==> config.mk <==
export PLATFORM = sky130hd
export DESIGN_NAME = csc_sequencer
export DESIGN_NICKNAME = d
export VERILOG_FILES = /design/src/pkg/csc_pkg.sv /design/src/csc_pwm_gate.sv /design/src/csc_sequencer.sv
export SDC_FILE = /design/constraint.sdc
export NUM_CORES = 1
export LEC_CHECK = 0
export ABC_CLOCK_PERIOD_IN_PS = 4650
export BUFFER_PORTS_ARGS = -buffer_cell sky130_fd_sc_hd__buf_4
export CORE_MARGIN = 5
export CORE_UTILIZATION = 45
export DETAILED_ROUTE_END_ITERATION = 16
export GPL_TIMING_DRIVEN = 0
export SLEW_MARGIN = 5
export SYNTH_ARGS = -nofsm -noshare
export SYNTH_HDL_FRONTEND = slang
export SYNTH_SLANG_ARGS = --single-unit
export TNS_END_PERCENT = 50
==> constraint.sdc <==
create_clock -name clk -period 4.65 [get_ports clk]
set_input_delay 0 -clock clk [delete_from_list [all_inputs] [get_ports clk]]
set_output_delay 0 -clock clk [all_outputs]
set_load 0.02 [all_outputs]
==> src/pkg/csc_pkg.sv <==
// Constants, timing figures and carrier types for the charger sequence control.
// Assumes a single 125 MHz clock; every analog decision arrives as a comparator level.
package csc_pkg;

    localparam int unsigned CLK_HZ          = 125_000_000;
    localparam int unsigned DEAD_TIME_NS    = 10_000;
    localparam int unsigned SW_FREQ_HZ      = 1_600_000;
    localparam int unsigned SS_STEP_US      = 1_600;
    localparam int unsigned DET_SINK_MS     = 1_000;
    localparam int unsigned DET_CHG_MS      = 500;
    localparam int unsigned SHORT_HALT_US   = 1_000;
    localparam int unsigned OV_LIMIT_MS     = 30;
    localparam int unsigned BLINK_MS        = 250;
    localparam int unsigned SKIP_DUTY_PCT   = 97;
    localparam int unsigned SS_LEVELS       = 8;
    localparam int unsigned REFRESH_NS      = 200;

    localparam int unsigned DEAD_CYC   = (DEAD_TIME_NS * (CLK_HZ / 1_000_000) + 999) / 1000;
    localparam int unsigned PERIOD_CYC = CLK_HZ / SW_FREQ_HZ;
    localparam int unsigned SKIP_CYC   = PERIOD_CYC * SKIP_DUTY_PCT / 100;
    localparam int unsigned REFRESH_CYC = (REFRESH_NS * (CLK_HZ / 1_000_000) + 999) / 1000;
    localparam longint unsigned SS_STEP_CYC  = longint'(SS_STEP_US) * (CLK_HZ / 1_000_000);
    localparam longint unsigned DET_SINK_CYC = longint'(DET_SINK_MS) * (CLK_HZ / 1000);
    localparam longint unsigned DET_CHG_CYC  = longint'(DET_CHG_MS) * (CLK_HZ / 1000);
    localparam longint unsigned HALT_CYC     = longint'(SHORT_HALT_US) * (CLK_HZ / 1_000_000);
    localparam longint unsigned OV_CYC       = longint'(OV_LIMIT_MS) * (CLK_HZ / 1000);
    localparam longint unsigned BLINK_CYC    = longint'(BLINK_MS) * (CLK_HZ / 1000);

    localparam int unsigned LEVEL_W = 3;
    localparam logic [LEVEL_W-1:0] LEVEL_MAX = 3'h7;
    localparam logic [LEVEL_W-1:0] LEVEL_MIN = 3'h0;

    // Comparator levels from the analog front end, each synchronised in two stages inside csc_sequencer.
    typedef struct packed {
        logic in_window;       // Input qualify sense between under and over limit.
        logic supply_above;    // Supply pin above battery sense by 210 mV.
        logic sys_near_bat;    // System node close to battery voltage.
        logic charge_current_set_low;        // Current-set below 40 mV.
        logic charge_current_set_high;       // Current-set above 120 mV.
        logic bat_below_rechg; // Battery below recharge threshold.
        logic bat_below_low;   // Battery below low threshold.
        logic bat_short;       // Battery below 2 V.
        logic bat_ov;          // Battery above 102 percent of regulation.
        logic therm_ok;        // Thermistor between cold and hot limits.
        logic tj_fold;         // Junction near 120 C.
        logic tj_hot;          // Junction above 150 C.
        logic tj_cool;         // Junction below 130 C.
        logic timer_fault;     // Charge timer expired.
        logic hs_peak;         // High-side current above 10 A.
        logic chg_oc;          // Charge current above 180 percent of setting.
        logic sense_low;       // Charge sense below 5 mV.
        logic boot_low;        // High-side driver supply below 3 V.
        logic sw_short;        // Switch short circuit seen.
        logic duty_high;       // Demanded duty at or above skip level.
    } csc_sense_t;

    typedef struct packed {
        logic                adapter_switch_gate;
        logic                battery_switch_gate;
        logic                hs_on;
        logic                ls_on;
        logic                sink_9m5;
        logic                sink_6m;
        logic                small_charge;
        logic                precharge;
        logic                fold_back;
        logic [LEVEL_W-1:0]  current_level;
    } csc_drive_t;

endpackage

==> src/csc_pwm_gate.sv <==
// Cycle-level switch gating for the step-down converter.
// Assumes the sense levels are already synchronised to clk.
`timescale 1ns/100ps
module csc_pwm_gate
    import csc_pkg::*;
#(
    parameter int unsigned PERIOD = PERIOD_CYC
)(
    // Clock and reset.
    input  wire logic clk,
    input  wire logic rst_n,
    // Control.
    input  wire logic run,
    input  wire logic sync_en,
    input  wire logic ov_block,
    input  wire logic peak_oc,
    input  wire logic chg_oc,
    input  wire logic sense_low,
    input  wire logic boot_low,
    input  wire logic duty_high,
    // Switch drive.
    output logic      hs_on,
    output logic      ls_on,
    output logic      cycle_start
);

    logic [7:0] phase_reg;
    logic [7:0] phase_next;
    logic       hs_cut_reg;
    logic       hs_cut_next;
    logic       ls_cut_reg;
    logic       ls_cut_next;
    logic [7:0] refresh_reg;
    logic [7:0] refresh_next;
    logic       skip_reg;
    logic       skip_next;

    ////////////////////////////////////////////////////////////////////////////
    // fixed period counter
    assign cycle_start = (phase_reg == 8'(PERIOD - 1));
    assign phase_next  = cycle_start ? 8'h00 : phase_reg + 8'h01;
    assign skip_next   = cycle_start ? duty_high : skip_reg;
    assign hs_cut_next = cycle_start ? 1'b0 : (hs_cut_reg | peak_oc);
    assign ls_cut_next = cycle_start ? 1'b0 : (ls_cut_reg | sense_low);
    assign refresh_next = (boot_low && refresh_reg == 8'h00) ? 8'(REFRESH_CYC) :
                          (refresh_reg != 8'h00) ? refresh_reg - 8'h01 : 8'h00;

    wire high_phase = (phase_reg < 8'(PERIOD / 2)) && !skip_reg;
    assign hs_on = run && high_phase && !hs_cut_reg && !peak_oc && !chg_oc && !ov_block;
    assign ls_on = (refresh_reg != 8'h00) ||
                   (run && sync_en && !high_phase && !ls_cut_reg && !sense_low);

    always_ff @(posedge clk or negedge rst_n)
    begin
        if (!rst_n)
        begin
            phase_reg   <= 8'h00;
            hs_cut_reg  <= 1'b0;
            ls_cut_reg  <= 1'b0;
            refresh_reg <= 8'h00;
            skip_reg    <= 1'b0;
        end
        else
        begin
            phase_reg   <= phase_next;
            hs_cut_reg  <= hs_cut_next;
            ls_cut_reg  <= ls_cut_next;
            refresh_reg <= refresh_next;
            skip_reg    <= skip_next;
        end
    end

    AST_OC_HOLD: assert property (@(posedge clk) disable iff (!rst_n)
        chg_oc |-> !hs_on) else $error("High side on during over-current.");
    AST_BOOT_REFRESH: assert property (@(posedge clk) disable iff (!rst_n)
        (boot_low && refresh_reg == 8'h00) |=> ls_on) else $error("No bootstrap refresh.");
    AST_PEAK_CUT: assert property (@(posedge clk) disable iff (!rst_n)
        (peak_oc && !cycle_start) |=> !hs_on) else $error("High side back on after peak.");
    AST_PERIOD: assert property (@(posedge clk) disable iff (!rst_n)
        cycle_start |=> !cycle_start [*8]) else $error("Switching period too short.");

endmodule

==> src/csc_sequencer.sv <==
// Top of the charger sequence control: power path, detection, soft-start and faults.
// Assumes comparator levels arrive from the analog domain and need synchronising.
`timescale 1ns/100ps
module csc_sequencer
    import csc_pkg::*;
#(
    parameter longint unsigned SS_STEP  = SS_STEP_CYC,
    parameter longint unsigned DET_SINK = DET_SINK_CYC,
    parameter longint unsigned DET_CHG  = DET_CHG_CYC,
    parameter longint unsigned HALT     = HALT_CYC,
    parameter longint unsigned OV_LIM   = OV_CYC,
    parameter longint unsigned BLINK    = BLINK_CYC
)(
    // Clock and reset.
    input  wire logic       clk,
    input  wire logic       rst_n,
    // Comparator inputs.
    input  wire csc_sense_t sense_in,
    // Drive outputs.
    output csc_drive_t      drive,
    // Status pin, open drain, and sleep indication.
    output logic            status_out,
    output logic            status_oe_n,
    output logic            in_sleep
);

    typedef enum logic [2:0] {PP_SLEEP, PP_BAT_OFF, PP_DEAD, PP_ADAPTER, PP_WAIT_SYS}
        csc_pp_t;
    typedef enum logic [2:0] {DT_SINK, DT_CHARGE, DT_PRESENT, DT_FAULT_HOLD, DT_FAULT_SMALL}
        csc_det_t;

    csc_sense_t meta_reg;
    csc_sense_t s;
    csc_pp_t    pp_reg;
    csc_pp_t    pp_next;
    csc_det_t   det_reg;
    csc_det_t   det_next;
    logic [31:0] tmr_reg;
    logic [31:0] tmr_next;
    logic [31:0] ss_reg;
    logic [31:0] halt_reg;
    logic [31:0] ov_reg;
    logic [31:0] blink_reg;
    logic [LEVEL_W-1:0] level_reg;
    logic       blink_reg_q;
    logic       latch_reg;
    logic       tshut_reg;
    logic       ovdis_reg;
    logic       enable_reg;
    logic       short_reg;
    logic       charging_reg;
    logic       charging_next;

    ////////////////////////////////////////////////////////////////////////////
    // Two-stage synchroniser on every comparator level.
    always_ff @(posedge clk or negedge rst_n)
    begin
        if (!rst_n)
        begin
            meta_reg <= '0;
            s        <= '0;
        end
        else
        begin
            meta_reg <= sense_in;
            s        <= meta_reg;
        end
    end

    ////////////////////////////////////////////////////////////////////////////
    // Power path selection.
    // connect conditions
    wire connect_ok = s.in_window && s.supply_above;
    always_comb
    begin
        pp_next = pp_reg;
        unique case (pp_reg)
            PP_SLEEP:    pp_next = connect_ok ? PP_BAT_OFF : PP_SLEEP;
            PP_BAT_OFF:  pp_next = connect_ok ? PP_DEAD : PP_WAIT_SYS;
            PP_DEAD:     pp_next = !connect_ok ? PP_WAIT_SYS :
                                   (tmr_reg >= 32'(DEAD_CYC - 1)) ? PP_ADAPTER : PP_DEAD;
            PP_ADAPTER:  pp_next = connect_ok ? PP_ADAPTER : PP_WAIT_SYS;
            PP_WAIT_SYS: pp_next = s.sys_near_bat ? PP_SLEEP : PP_WAIT_SYS;
        endcase
    end
    assign tmr_next = (pp_reg == PP_DEAD) ? tmr_reg + 32'h1 : 32'h0;
    assign in_sleep = (pp_reg == PP_SLEEP) || (pp_reg == PP_WAIT_SYS);

    ////////////////////////////////////////////////////////////////////////////
    // Battery detection and timer fault recovery.
    logic [31:0] det_cnt_reg;
    wire det_tick_sink = det_cnt_reg >= 32'(DET_SINK - 1);
    wire det_tick_chg  = det_cnt_reg >= 32'(DET_CHG - 1);
    always_comb
    begin
        det_next = det_reg;
        unique case (det_reg)
            DT_SINK:        det_next = s.bat_below_low ? DT_CHARGE :
                                       det_tick_sink ? DT_PRESENT : DT_SINK;
            DT_CHARGE:      det_next = !det_tick_chg ? DT_CHARGE :
                                       s.bat_below_rechg ? DT_PRESENT : DT_SINK;
            DT_PRESENT:     det_next = s.timer_fault ?
                                       (s.bat_below_rechg ? DT_FAULT_SMALL : DT_FAULT_HOLD) :
                                       (s.bat_below_rechg && !charging_reg && !charging_next) ?
                                       DT_SINK : DT_PRESENT;
            DT_FAULT_HOLD:  det_next = (s.bat_below_rechg || s.charge_current_set_low) ? DT_SINK : DT_FAULT_HOLD;
            DT_FAULT_SMALL: det_next = s.charge_current_set_low ? DT_SINK :
                                       !s.bat_below_rechg ? DT_FAULT_HOLD : DT_FAULT_SMALL;
        endcase
    end

    ////////////////////////////////////////////////////////////////////////////
    // Enable, latches and thermal state.
    // current-set hysteresis
    wire enable_next = s.charge_current_set_low ? 1'b0 : (s.charge_current_set_high ? 1'b1 : enable_reg);
    wire tshut_next  = s.tj_hot ? 1'b1 : (s.tj_cool ? 1'b0 : tshut_reg);
    wire latch_next  = s.sw_short ? 1'b1 : (!connect_ok ? 1'b0 : latch_reg);
    wire ov_expired  = ov_reg >= 32'(OV_LIM - 1);
    wire ovdis_next  = (s.bat_ov && ov_expired) ? 1'b1 : (!enable_reg ? 1'b0 : ovdis_reg);

    wire base_ok = (pp_reg == PP_ADAPTER) && enable_reg && !tshut_reg && !latch_reg &&
                   !ovdis_reg && (det_reg == DT_PRESENT);
    wire start_ok   = base_ok && s.therm_ok;
    wire charge_run = start_ok && (charging_reg || s.therm_ok);
    assign charging_next = base_ok && (charging_reg || s.therm_ok);

    wire short_next = s.bat_short && charging_reg;
    wire halting    = short_next && (halt_reg < 32'(HALT));
    wire ss_step    = ss_reg >= 32'(SS_STEP - 1);

    always_ff @(posedge clk or negedge rst_n)
    begin
        if (!rst_n)
        begin
            pp_reg       <= PP_SLEEP;
            det_reg      <= DT_SINK;
            tmr_reg      <= 32'h0;
            det_cnt_reg  <= 32'h0;
            enable_reg   <= 1'b0;
            tshut_reg    <= 1'b0;
            latch_reg    <= 1'b0;
            ovdis_reg    <= 1'b0;
            charging_reg <= 1'b0;
            short_reg    <= 1'b0;
        end
        else
        begin
            pp_reg       <= pp_next;
            det_reg      <= det_next;
            tmr_reg      <= tmr_next;
            det_cnt_reg  <= (det_next != det_reg) ? 32'h0 : det_cnt_reg + 32'h1;
            enable_reg   <= enable_next;
            tshut_reg    <= tshut_next;
            latch_reg    <= latch_next;
            ovdis_reg    <= ovdis_next;
            charging_reg <= charging_next;
            short_reg    <= short_next;
        end
    end

    always_ff @(posedge clk or negedge rst_n)
    begin
        if (!rst_n)
        begin
            ss_reg    <= 32'h0;
            level_reg <= LEVEL_MIN;
            halt_reg  <= 32'h0;
            ov_reg    <= 32'h0;
        end
        else
        begin
            ss_reg    <= (!charge_run || halting || ss_step) ? 32'h0 : ss_reg + 32'h1;
            level_reg <= (!charge_run || halting) ? LEVEL_MIN :
                         (ss_step && level_reg != LEVEL_MAX) ? level_reg + 3'h1 : level_reg;
            halt_reg  <= !short_next ? 32'h0 : (halting ? halt_reg + 32'h1 : halt_reg);
            ov_reg    <= (!s.bat_ov) ? 32'h0 : (ov_expired ? ov_reg : ov_reg + 32'h1);
        end
    end

    ////////////////////////////////////////////////////////////////////////////
    // Converter gating.
    logic hs_int;
    logic ls_int;
    csc_pwm_gate u_gate (
        .clk         (clk),
        .rst_n       (rst_n),
        .run         (charge_run && !halting),
        .sync_en     (!short_reg),
        .ov_block    (s.bat_ov),
        .peak_oc     (s.hs_peak),
        .chg_oc      (s.chg_oc),
        .sense_low   (s.sense_low),
        .boot_low    (s.boot_low),
        .duty_high   (s.duty_high),
        .hs_on       (hs_int),
        .ls_on       (ls_int),
        .cycle_start ()
    );

    ////////////////////////////////////////////////////////////////////////////
    // Status blink and outputs.
    always_ff @(posedge clk or negedge rst_n)
    begin
        if (!rst_n)
        begin
            blink_reg   <= 32'h0;
            blink_reg_q <= 1'b0;
        end
        else
        begin
            blink_reg   <= (blink_reg >= 32'(BLINK - 1)) ? 32'h0 : blink_reg + 32'h1;
            blink_reg_q <= (blink_reg >= 32'(BLINK - 1)) ? !blink_reg_q : blink_reg_q;
        end
    end

    wire blink_case = latch_reg || (base_ok && !s.therm_ok) || s.bat_ov || ovdis_reg ||
                      det_reg == DT_FAULT_HOLD || det_reg == DT_FAULT_SMALL ||
                      (!in_sleep && det_reg == DT_CHARGE) || (in_sleep == 1'b0 && !s.in_window);
    wire stat_on = charge_run ? 1'b1 : (blink_case && !in_sleep ? blink_reg_q : 1'b0);
    assign status_out  = 1'b0;
    assign status_oe_n = !stat_on;

    always_comb
    begin
        drive = '0;
        drive.adapter_switch_gate = (pp_reg == PP_ADAPTER);
        drive.battery_switch_gate = (pp_reg == PP_SLEEP);
        drive.hs_on        = hs_int;
        drive.ls_on        = ls_int;
        drive.sink_9m5     = (det_reg == DT_SINK);
        drive.sink_6m      = s.bat_ov;
        drive.small_charge = (det_reg == DT_CHARGE) || (det_reg == DT_FAULT_SMALL);
        drive.precharge    = short_reg;
        drive.fold_back    = s.tj_fold;
        drive.current_level = level_reg;
    end

    AST_DEAD_TIME: assert property (@(posedge clk) disable iff (!rst_n)
        $rose(pp_reg == PP_ADAPTER) |-> $past(pp_reg == PP_DEAD))
        else $error("Adapter switch on without dead time.");
    AST_NO_OVERLAP: assert property (@(posedge clk) disable iff (!rst_n)
        !(drive.adapter_switch_gate && drive.battery_switch_gate))
        else $error("Both path switches on.");
    AST_LOSS: assert property (@(posedge clk) disable iff (!rst_n)
        (pp_reg == PP_ADAPTER && !connect_ok) |=> !drive.adapter_switch_gate)
        else $error("Adapter switch stayed on.");
    AST_OV_BLOCK: assert property (@(posedge clk) disable iff (!rst_n)
        s.bat_ov |-> !drive.hs_on) else $error("High side on in over-voltage.");
    AST_LATCH: assert property (@(posedge clk) disable iff (!rst_n)
        (latch_reg && connect_ok && pp_reg == PP_ADAPTER) |=> (!charge_run && latch_reg))
        else $error("Short latch lost.");
    AST_SINK: assert property (@(posedge clk) disable iff (!rst_n)
        (det_reg == DT_SINK && !s.bat_below_low && det_tick_sink) |=> det_reg == DT_PRESENT)
        else $error("Detection did not conclude present.");
    AST_CHARGE_CURRENT_SET: assert property (@(posedge clk) disable iff (!rst_n)
        s.charge_current_set_low |=> !enable_reg) else $error("Charge stayed enabled.");
    AST_TSHUT: assert property (@(posedge clk) disable iff (!rst_n)
        tshut_reg |-> !charge_run) else $error("Charging during thermal shutdown.");

endmodule

Word level (Yosys, flattened, before mapping)
Cells that the tools add are included.
{"block": "totals", "ff_bits": 267, "inputBits": 22, "out_inout_bits": 15}
{"block": "classes", "n_addsub": 9, "magnitude_cmp": 8, "eq_ne": 15, "muxes": 42, "bitwise": 3, "reduce_logical": 73}
{"operator": "32-bit two-way mux", "n": 8}
{"operator": "32-bit by 1-bit adder with 32-bit output (second input constant)", "n": 6}
{"operator": "32-bit by 11-bit greater-or-equal comparator with 1-bit output (second input constant)", "n": 1}
{"operator": "32-bit by 18-bit greater-or-equal comparator with 1-bit output (second input constant)", "n": 1}
{"operator": "32-bit by 22-bit greater-or-equal comparator with 1-bit output (second input constant)", "n": 1}
{"operator": "32-bit by 25-bit greater-or-equal comparator with 1-bit output (second input constant)", "n": 1}
{"operator": "32-bit by 26-bit greater-or-equal comparator with 1-bit output (second input constant)", "n": 1}
{"operator": "32-bit by 27-bit greater-or-equal comparator with 1-bit output (second input constant)", "n": 1}
{"operator": "32-bit by 17-bit < comparator with 1-bit output (second input constant)", "n": 1}
{"operator": "1-bit logical AND", "n": 31}
{"operator": "3-bit case mux with 5 select lines", "n": 2}
{"operator": "3-bit two-way mux", "n": 9}
{"operator": "8-bit two-way mux", "n": 3}
{"operator": "1-bit logical NOT", "n": 21}
{"operator": "1-bit logical OR", "n": 14}
{"operator": "1-bit two-way mux", "n": 14}
{"operator": "3-bit by 2-bit == test with 1-bit output (second input constant)", "n": 4}
{"operator": "2-bit two-way mux", "n": 6}
{"operator": "8-bit by 1-bit adder with 8-bit output (second input constant)", "n": 1}
{"operator": "8-bit by 7-bit == test with 1-bit output (second input constant)", "n": 1}
{"operator": "8-bit logical NOT", "n": 1}
{"operator": "8-bit by 6-bit < comparator with 1-bit output (second input constant)", "n": 1}
{"operator": "8-bit nonzero test", "n": 1}
{"operator": "8-bit by 1-bit subtractor with 8-bit output (second input constant)", "n": 1}
{"operator": "other kinds (11)", "n": 19}

Depth between registers and ports, before layout
Gate-level depths: netlist of the first run.
{"block": "depth", "word_depth": 18, "ltp_mapped": 9, "ltp_nobuf": 7}

Hierarchy
From an unflattened synthesis of the first run, not the netlist that was laid out.
{"block": "hier_totals", "cells_unflattened": 1104, "area_unflattened_um2": 11837.6}
{"mod": "csc_sequencer", "instances": 1, "cells_per_inst": 1015, "area_per_inst_um2": 10874.2}
{"mod": "csc_pwm_gate", "instances": 1, "cells_per_inst": 89, "area_per_inst_um2": 963.4}

Worst setup path after synthesis of the first run
OpenSTA, ideal clock, no wires.
{"block": "synth_path", "path_kind": "reg-to-reg", "from": "register blink_reg[0]", "to": "register blink_reg[10]", "arrival_time_ns": 2.334, "setup_slack_ns": 2.244, "stages_incl_launch_ff": 9, "path_buffers": 1, "synth_period_minus_slack_ns": 2.406, "path_cell_list": "dfrtp_1 ha_1 a311o_1 a211o_1 a31o_2 a2111oi_2 o31ai_1 buf_2 nor2_1"}
{"block": "synth_between", "elab_chain_len": 2, "word_cells_on_any_way": 3, "classes_between": "add/sub (1); order compare (1); mux (1)"}
{"item": "start, declared", "line_no": "csc_sequencer.sv:43", "rtl": "logic [31:0] blink_reg;"}
{"item": "start signal, assigned", "line_no": "csc_sequencer.sv:211", "rtl": "blink_reg <= (blink_reg >= 32'(BLINK - 1)) ? 32'h0 : blink_reg + 32'h1;"}
{"item": "32-bit by 1-bit adder with 32-bit output or 32-bit by 25-bit greater-or-equal comparator with 1-bit output (tied branches)", "line_no": "csc_sequencer.sv:211"}
{"item": "32-bit two-way mux *", "line_no": "csc_sequencer.sv:211"}
Every way passes the cells marked *; elsewhere a longest branch is shown, timed or not.
A chain may end at the register's enable or synchronous reset.

Worst setup path in the final report of the first run
{"block": "layout_path", "from": "register halt_reg[10]", "to": "output port drive[8] in the netlist's numbering"}
{"block": "layout_between", "elab_chain_len": 9}
{"item": "start, declared", "line_no": "csc_sequencer.sv:41", "rtl": "logic [31:0] halt_reg;"}
{"item": "start signal, assigned", "line_no": "csc_sequencer.sv:175", "rtl": "halt_reg <= !short_next ? 32'h0 : (halting ? halt_reg + 32'h1 : halt_reg);"}
{"item": "32-bit by 17-bit < comparator with 1-bit output", "line_no": "csc_sequencer.sv:128", "rtl": "wire halting = short_next && (halt_reg < 32'(HALT));"}
{"item": "1-bit logical AND", "line_no": "csc_sequencer.sv:128"}
{"item": "1-bit logical NOT", "line_no": "csc_sequencer.sv:187", "rtl": ".run (charge_run && !halting),"}
{"item": "1-bit logical AND", "line_no": "csc_sequencer.sv:187"}
{"item": "1-bit logical AND (4 in series)", "line_no": "csc_pwm_gate.sv:51", "rtl": "(run && sync_en && !high_phase && !ls_cut_reg && !sense_low);"}
{"item": "1-bit logical OR", "line_no": "csc_pwm_gate.sv:50", "rtl": "assign ls_on = (refresh_reg != 8'h00) ||"}
{"item": "end, declared", "line_no": "csc_sequencer.sv:20", "rtl": "output csc_drive_t drive,"}
No other way between the ends.

==> results of run 1 <==
==> synthesized netlist by cell type (3+ instances only) <==
master / count
nand3b_1: 6
dfrtp_1: 267
nand2b_1: 11
buf_6: 3
and4_1: 12
a21oi_1: 31
or2_2: 3
a211oi_1: 5
nor4_2: 5
inv_1: 32
nand4_1: 35
ha_1: 14
clkbuf_1: 21
a2111oi_0: 4
o2111ai_1: 3
or3_1: 12
nor3_1: 26
mux2i_1: 3
o31ai_1: 8
xor2_1: 72
xnor2_1: 53
a211o_1: 4
or4_1: 5
buf_2: 14
a21o_1: 3
o21ai_0: 21
and2_1: 18
nor2_1: 153
nand3_1: 54
and3_1: 36
a31o_2: 3
buf_4: 6
a31oi_1: 6
nor4_1: 37
nand2_1: 72
o21a_1: 3
a211oi_2: 30
==> metal layers <==
layer	GRT usage	vias to the layer above	part of all wire	wire (µm)
met2	0.241	107	0.45	10300
met1	0.235	4088	0.50	11700
met3	0.0255	30	0.034	790
met4	0.0353	0	0.018	420
li1	-	4192	-	-
met5	0	-	0	0
==> kinds of logic (layout without fill, tap and decap cells) <==
family	count (synthesis)	count (layout)
muxes	4	4
buffers and inverters	80	191
AOI/OAI and AO/OA	147	147
adders and majority gates	14	14
DFF	267	267
xor gates and xnor gates	126	126
and+or+nand+nor	495	495
other	1	22
==> worst max path at each step <==
stage	from	to	slack, ps
after floorplan	blink_reg[0]	blink_reg[10]	2240
after global placement	rst_n	halt_reg[10]	1310
after detailed placement	halt_reg[28]	ss_reg[13]	1490
after CTS	halt_reg[28]	drive[8]	1200
after global routing	halt_reg[27]	drive[8]	990
final	halt_reg[10]	drive[8]	1340
==> critical path: cells and delay by family (launching register included) <==
kind,cells,cell delay (ps)
and+or+nand+nor,1,320
DFF,1,400
AOI/OAI and AO/OA,4,1730
buffers and inverters,2,320
==> final cells by class <==
cell class,count,share of cell area
Tap cell,341,0.0300
Timing Repair Buffer,58,0.0377
Inverter,33,0.00871
Clock inverter,15,0.0185
Clock buffer,38,0.0577
Buffer,47,0.0170
Sequential cell,267,0.470
Multi-Input combinational cell,808,0.360
==> where the power goes <==
part	leakage [nW]	total (mW)	switching, mW	internal, mW
registers	3.52	2.50	0.0832	2.42
clock network	0.528	2.55	0.922	1.63
logic	1.94	0.351	0.204	0.148
total	5.99	5.40	1.21	4.19
==> timing repair <==
action                                  in CTS  in global routing
hold buffers                                21                  0
hold endpoints to repair                   108                  0
endpoints found under the setup margin       0                  0
==> flow_summary.toml, run 1 <==
[timing]
fin_hold_ws_ps = 32.9
rsz0062_at_grt = "false"
finalMaxSlewViolations = 0
finalClockSkew_ps = 13.3
finalCritPeriodShare = 0.713
max_freq_mhz = 302
finalHoldViolations = 0
final.setup.tns_ps = 0
finalSetupViolCount = 0
max_slew_margin = 0.175
tightest_slew_ps = 1220
fin_ws_ps = 1340
post-route-min-period_ps = 3310

[worst_setup_path]
cpPeakStageDelay_ps = 1010
critPathMostFrequentCell = "buf_4"
critPathLaunchType = "flop"
r2r-end = "ss_reg[13]"
end_kind = "output port"
crit_type = "flop to output port"
crit_path_top_delay_cell = "o311ai_1"
r2r_cells = 8
critPathArrivalTime_ps = 3310
crit_fanout = 6
worstPathRequired_ps = 4650
r2r_setup_slack_ps = 1590
reg2reg_from = "halt_reg[10]"
crit_chain = "nor4_1 -> a21boi_0 -> o211a_1 -> o311ai_1 -> o21ai_0 -> buf_4 -> buf_4"

[drt]
drtIter0Drc = 498
viasPerCell = 5.24
dr.pass1.iters = 4
ant_nets = 0
drt-total-wl_mm = 23.2
vias = 8417
drc = 0
avgRoutedWirePerCell_um = 14.4

[yosys]
synth.distinct_cells = 70
synth_top_cell_by_area = "dfrtp_1"
synthArstFlopShare = 1.00
ys_ff_latch = 267
synth-simple-area-share = 0.209
avgSynthCellArea_um2 = 10.7
synthCells = 1134
ys_warn_count = 0
synthAdderAreaFrac = 0.0145
synth_top_family_by_area = "simple AND/OR/NAND/NOR gates"
synth_mux_area_frac = 0.00342
ys.flop_type = "dfrtp_1"
synth_compound_area_frac = 0.0975
yosys.area_share.xor_xnor = 0.0919
synth_area_mm2 = 0.0121
synth_edf_count = 0
netlist.area_leader.share = 0.553
synth_top_cells_by_area = "dfrtp_1 (55%), xor2_1 (5.2%), nor2_1 (4.8%)"
ys_seq_area_frac = 0.553

[layout]
utilization = 0.532
layout_common_cells = "dfrtp_1 (267), nor2_1 (153), nand2_1 (72), xor2_1 (72), nand3_1 (54)"
final_common_cell = "dfrtp_1"
regArea_mm2 = 0.00668
drive_above_1_share = 0.126
syn_to_final_growth_pct = 17.6
fill_cells = 2374
multi_input_area_mm2 = 0.00512
fin_nets = 1280
n_antenna_cell = 0
stdcell_count = 1607
final_cell_area_mm2 = 0.0142

[clocking]
cts_root_buffer = "clkbuf_16"
cts_buffers = 29
clock_sinks = 267
cts_max_level = 1
clkTransAtPathRegs_ps = 60
post_cts_resized = 0
clk_latency_ps = 540
cts_setup_buffers = 0
clk_path_buf_depth = 3
cts_tree = "done"

[grt]
grt_pass1_vias = 8274
antenna_found_initial = 0
grt_overflow = 0
grt_pass1_wl_mm = 40.8
grt_usage = 0.157
grt_start_max_net_pins = 99

[place]
hpwl_mm = 15.5
place_inst = 1533
dpl_cell_area_mm2 = 0.0129
gp_congestion = 0.769
post-place-ws_ps = 1490
portBuffers = 35

[power]
leakagePower_nw = 5.99
p_total_mw = 5.40
vdd_drop_max_v = 0.000267
power_density_mw_per_mm2 = 380

[floorplan]
start_util = 0.452
die_area_mm2 = 0.0302
num_rows = 60
core_mm2 = 0.0267
num_io_pins = 37
die_x_um = 174
die_h_um = 174

[run]
cap_violations = 0

[hold_path]
hp-class = "input port to async pin"

[outcome]
outcome = "finished, final reports clean"
Note: power is estimated with default switching activity, not from simulation.
==> run 2, diff against run 1 <==
Settings changed: ABC_CLOCK_PERIOD_IN_PS 4650 to 3000.
Clock period 4.65 ns to 3 ns, I/O delays scaled along.
==> run 2 against run 1 <==
  * Setup slack lost 1100 ps
  * Largest cell class unchanged
  * Highest routed layer unchanged
  * Clock power grew 55%
  * Clock skew grew 0.93 ps
==> flow_summary.toml, run 2 (synthesis gave the netlist of run 1 again) <==
[worst_setup_path]
crit_path_top_delay_cell = "a2111oi_1"
cp_top_family = "compound AO/OA/AOI/OAI gates"
crit_type = "flop to flop"
end_kind = "flop"
cp_num_buf_inv = 1
critPathArrivalTime_ps = 3160
crit_chain = "ha_1 -> nand4_1 -> a2111oi_1 -> o311ai_2 -> a31o_2 -> xnor2_2 -> buf_2 -> a211oi_2"
worstPathRequired_ps = 3410
cpPeakStageDelay_ps = 560
path_depth = 8
crit_fanout = 10
r2r_cells = 8
critPathLaunchType = "flop"

[timing]
fin_hold_ws_ps = 33.7
max_slew_margin = 0.278
rsz0062_at_grt = "false"
max_freq_mhz = 364
finalCritPeriodShare = 0.917
final.setup.tns_ps = 0
tightest_slew_ps = 1070
post-route-min-period_ps = 2750
finalClockSkew_ps = 14.2
finalSetupViolCount = 0
finalHoldViolations = 0
finalMaxSlewViolations = 0

[layout]
final_common_cell = "dfrtp_1"
n_antenna_cell = 0
syn_to_final_growth_pct = 17.8
fin_nets = 1280
layout_common_cells = "dfrtp_1 (267), nor2_1 (153), nand2_1 (72), xor2_1 (72), nand3_1 (54)"
drive_above_1_share = 0.127

[run]
cap_violations = 0

[drt]
viasPerCell = 5.24
dr.pass1.iters = 5
avgRoutedWirePerCell_um = 14.4
drtIter0Drc = 509
drc = 0
drt-total-wl_mm = 23.2
ant_nets = 0
vias = 8427

[power]
clkPwrFrac = 0.472
seq_power_share = 0.463
pwr-share-comb = 0.065
switching_share = 0.224
leakagePower_nw = 6.00
switchingPower_mw = 1.87
intPower_mw = 6.50
vdd_drop_max_v = 0.000414
power_density_mw_per_mm2 = 588

[grt]
grt_pass1_vias = 8283
grt_pass1_wl_mm = 40.8
grt_usage = 0.157
grt_start_max_net_pins = 99
grt_overflow = 0
antenna_found_initial = 0

[clocking]
clkTransAtPathRegs_ps = 60
cts_tree = "done"
cts_root_buffer = "clkbuf_16"
clk_latency_ps = 540
cts_buffers = 29
clk_path_buf_depth = 3
cts_max_level = 1
clock_sinks = 267
cts_setup_buffers = 0

[floorplan]
start_util = 0.452
num_io_pins = 37
core_mm2 = 0.0267
die_area_mm2 = 0.0302
die_x_um = 174
die_h_um = 174
num_rows = 60

[hold_path]
hp-class = "input port to async pin"

[place]
hpwl_mm = 15.5
portBuffers = 35
gp_congestion = 0.769

[outcome]
outcome = "finished, final reports clean"
[run 2: cell counts in the layout (fill, tap and decap cells not counted)]
No cell type changed its count.
[run 2: area by class of cell]
class | instances | area [µm²]
timing repair buffer | 58 | 536
buffer | 47 | 241
tap | 341 | 427
clock inverter | 15 | 263
clock buffer | 38 | 820
sequential | 267 | 6680
inverter | 33 | 124
multi-input combinational | 808 | 5150
fill | 2366 | 12500
[run 2: worst paths after layout]
| path | endpoint | startpoint | slack, ps |
|---|---|---|---|
| max in group asynchronous | halt_reg[1] | rst_n | 1700 |
| worst min-delay path | tmr_reg[4] | rst_n | 30 |
| worst max register to register | det_cnt_reg[20] | det_cnt_reg[0] | 250 |
| worst min register to register | s[2] | meta_reg[2] | 340 |
| min in group clk | meta_reg[3] | sense_in[3] | 110 |
| worst max-delay path | det_cnt_reg[20] | det_cnt_reg[0] | 250 |
[run 2: stage by stage]
step	worst slack, ps	power (mW)	area (µm²)	util	instances
5_1_grt	4.21	8.75	14200	0.533	1607
6_report	250	8.37	14200	0.533	1607
3_5_place_dp	-164	4.48	12900	0.484	1533
2_1_floorplan	594	4.25	12200	-	1155
4_1_cts	186	8.50	14200	0.533	1607
3_3_place_gp	-344	4.45	12900	0.481	1531
[run 2: timing repair]
item / CTS / global route
gates resized for setup: 3 / 1
setup endpoints to repair: 12 / 1
hold endpoints to repair: 108 / 0
hold buffers: 21 / 0
[run 2: power by group through the flow]
stage	logic, mW	registers (mW)	clock network, mW
2_1_floorplan	0.343	3.91	0
3_3_place_gp	0.512	3.94	0
3_5_place_dp	0.533	3.94	0
4_1_cts	0.557	3.88	4.06
5_1_grt	0.625	3.90	4.23
6_report	0.545	3.88	3.95
[run 2: layer usage]
layer  global-route usage  share of wire
met5                    0              0
met4               0.0356          0.019
met3               0.0260          0.035
met2                0.242           0.45
met1                0.234           0.50
[run 2: worst reg2reg max path: cells and delay by family (launching register included)]
kind | cells | cell delay [ps]
AO/OA/AOI/OAI | 4 | 1180
XOR/XNOR | 1 | 260
adder cells (fa/ha/maj) | 1 | 300
buffers and inverters | 1 | 370
flip-flops | 1 | 400
AND/OR/NAND/NOR | 1 | 120
==> run 3, diff against run 2 <==
--- a/constraint.sdc
+++ b/constraint.sdc
@@ -3,2 +3,2 @@
 set_output_delay 0 -clock clk [all_outputs]
-set_load 0.02 [all_outputs]
+set_load 0.01 [all_outputs]
==> run 3 against run 2 <==
  * Clock-buffer cell count stayed put
  * Setup slack hardly changed
  * Via count is 0.13% higher
  * Worst hold slack hardly changed
  * Die area stayed put
  * Fmax hardly changed
  * Largest cell class unchanged
  * Largest power group unchanged
==> flow_summary.toml, run 3 (synthesis gave the netlist of run 1 again) <==
[outcome]
outcome = "finished, final reports clean"

[worst_setup_path]
crit_type = "flop to flop"
cp_num_buf_inv = 1
r2r_cells = 8
end_kind = "flop"
path_depth = 8
reg2reg_from = "det_cnt_reg[0]"
worstPathRequired_ps = 3410
critPathLaunchType = "flop"
cp_top_family = "compound AO/OA/AOI/OAI gates"
critPathArrivalTime_ps = 3160
crit_fanout = 10
crit_chain = "ha_1 -> nand4_1 -> a2111oi_1 -> o311ai_2 -> a31o_2 -> xnor2_2 -> buf_2 -> a211oi_2"
crit_path_top_delay_cell = "a2111oi_1"
cpPeakStageDelay_ps = 560
crit_start = "det_cnt_reg[0]"

[floorplan]
die_x_um = 174
num_io_pins = 37
die_h_um = 174
core_mm2 = 0.0267
die_area_mm2 = 0.0302
num_rows = 60
start_util = 0.452

[timing]
fin_hold_ws_ps = 33.5
max_freq_mhz = 364
post-route-min-period_ps = 2750
tightest_slew_ps = 1070
finalSetupViolCount = 0
finalHoldViolations = 0
finalMaxSlewViolations = 0
max_slew_margin = 0.283
finalClockSkew_ps = 14.1
finalCritPeriodShare = 0.917
fin_ws_ps = 250

[power]
power_density_mw_per_mm2 = 587
seq_power_share = 0.464
pwr-share-comb = 0.064
switchingPower_mw = 1.86
vdd_drop_max_v = 0.000414
leakagePower_nw = 6.00
clkPwrFrac = 0.472
switching_share = 0.223
intPower_mw = 6.50

[place]
portBuffers = 35
hpwl_mm = 15.5
post-place-ws_ps = -164
gp_congestion = 0.769
dpl_cell_area_mm2 = 0.0129

[layout]
multi_input_area_mm2 = 0.00515
fill_cells = 2367
fin_nets = 1280
syn_to_final_growth_pct = 17.8
regArea_mm2 = 0.00668
final_common_cell = "dfrtp_1"
layout_common_cells = "dfrtp_1 (267), nor2_1 (153), nand2_1 (72), xor2_1 (72), nand3_1 (54)"
n_antenna_cell = 0
drive_above_1_share = 0.127
final_cell_area_mm2 = 0.0142

[drt]
drc = 0
drtIter0Drc = 490
avgRoutedWirePerCell_um = 14.4
ant_nets = 0
dr.pass1.iters = 4
drt-total-wl_mm = 23.2
viasPerCell = 5.25
vias = 8438

[clocking]
clkTransAtPathRegs_ps = 60
cts_buffers = 29
cts_max_level = 1
clk_latency_ps = 540
clk_path_buf_depth = 3
cts_root_buffer = "clkbuf_16"
cts_setup_buffers = 0
clock_sinks = 267
cts_tree = "done"

[run]
cap_violations = 0

[grt]
grt_pass1_vias = 8273
grt_pass1_wl_mm = 40.8
grt_overflow = 0
antenna_found_initial = 0
grt_start_max_net_pins = 99
grt_usage = 0.157

[hold_path]
hp-class = "input port to async pin"
==> run 3: worst reg2reg max path, cell delays in order, from the launching register on <==
cell	delay [ps]
dfrtp_1	400
ha_1	300
nand4_1	120
a2111oi_1	560
o311ai_2	230
a31o_2	310
xnor2_2	260
buf_2	370
a211oi_2	80
==> run 3: power by group through the flow <==
stage                     Clock [mW]  Combinational, mW  Sequential [mW]
after floorplan                    0              0.331             3.91
after global placement             0              0.500             3.94
after detailed placement           0              0.521             3.94
after CTS                       4.06              0.545             3.88
after global routing            4.23              0.613             3.90
final                           3.95              0.533             3.88
==> run 3: metal layers <==
metal,wire length (µm),track usage,up-vias
met2,10300,0.241,94
met4,420,0.0356,0
li1,-,-,4194
met3,792,0.0260,30
met1,11600,0.235,4120
met5,0,0,-
==> run 3: final timing paths <==
check                                  end  slack, ps
hold reg to reg                       s[2]        340
min in group clk               meta_reg[3]        110
setup / recovery           det_cnt_reg[20]        250
hold / removal                  tmr_reg[4]         30
setup reg to reg           det_cnt_reg[20]        250
max in group asynchronous      halt_reg[1]       1710
==> run 3: metrics by stage <==
step                      power, mW  cells  utilization  TNS [ps]
after floorplan                4.24   1155            -         0
after global placement         4.44   1531        0.481    -89030
after detailed placement       4.46   1533        0.484     -1440
after CTS                      8.48   1607        0.532         0
after global routing           8.74   1607        0.533     -1.05
final                          8.36   1607        0.533         0
==> run 3: timing repair <==
| action | 4_1_cts | 5_1_grt |
|---|---|---|
| hold endpoints to repair | 108 | 0 |
| resized for setup | 2 | 1 |
| cloned | 0 | 0 |
| setup endpoints to repair | 12 | 2 |
| hold buffers | 21 | 0 |
==> run 3: cell type report <==
type                            count  area share
Clock buffer                       38      0.0575
Tap cell                          341      0.0300
Clock inverter                     15      0.0185
Inverter                           33     0.00870
Timing Repair Buffer               58      0.0376
Sequential cell                   267       0.469
Buffer                             47      0.0170
Multi-Input combinational cell    808       0.362
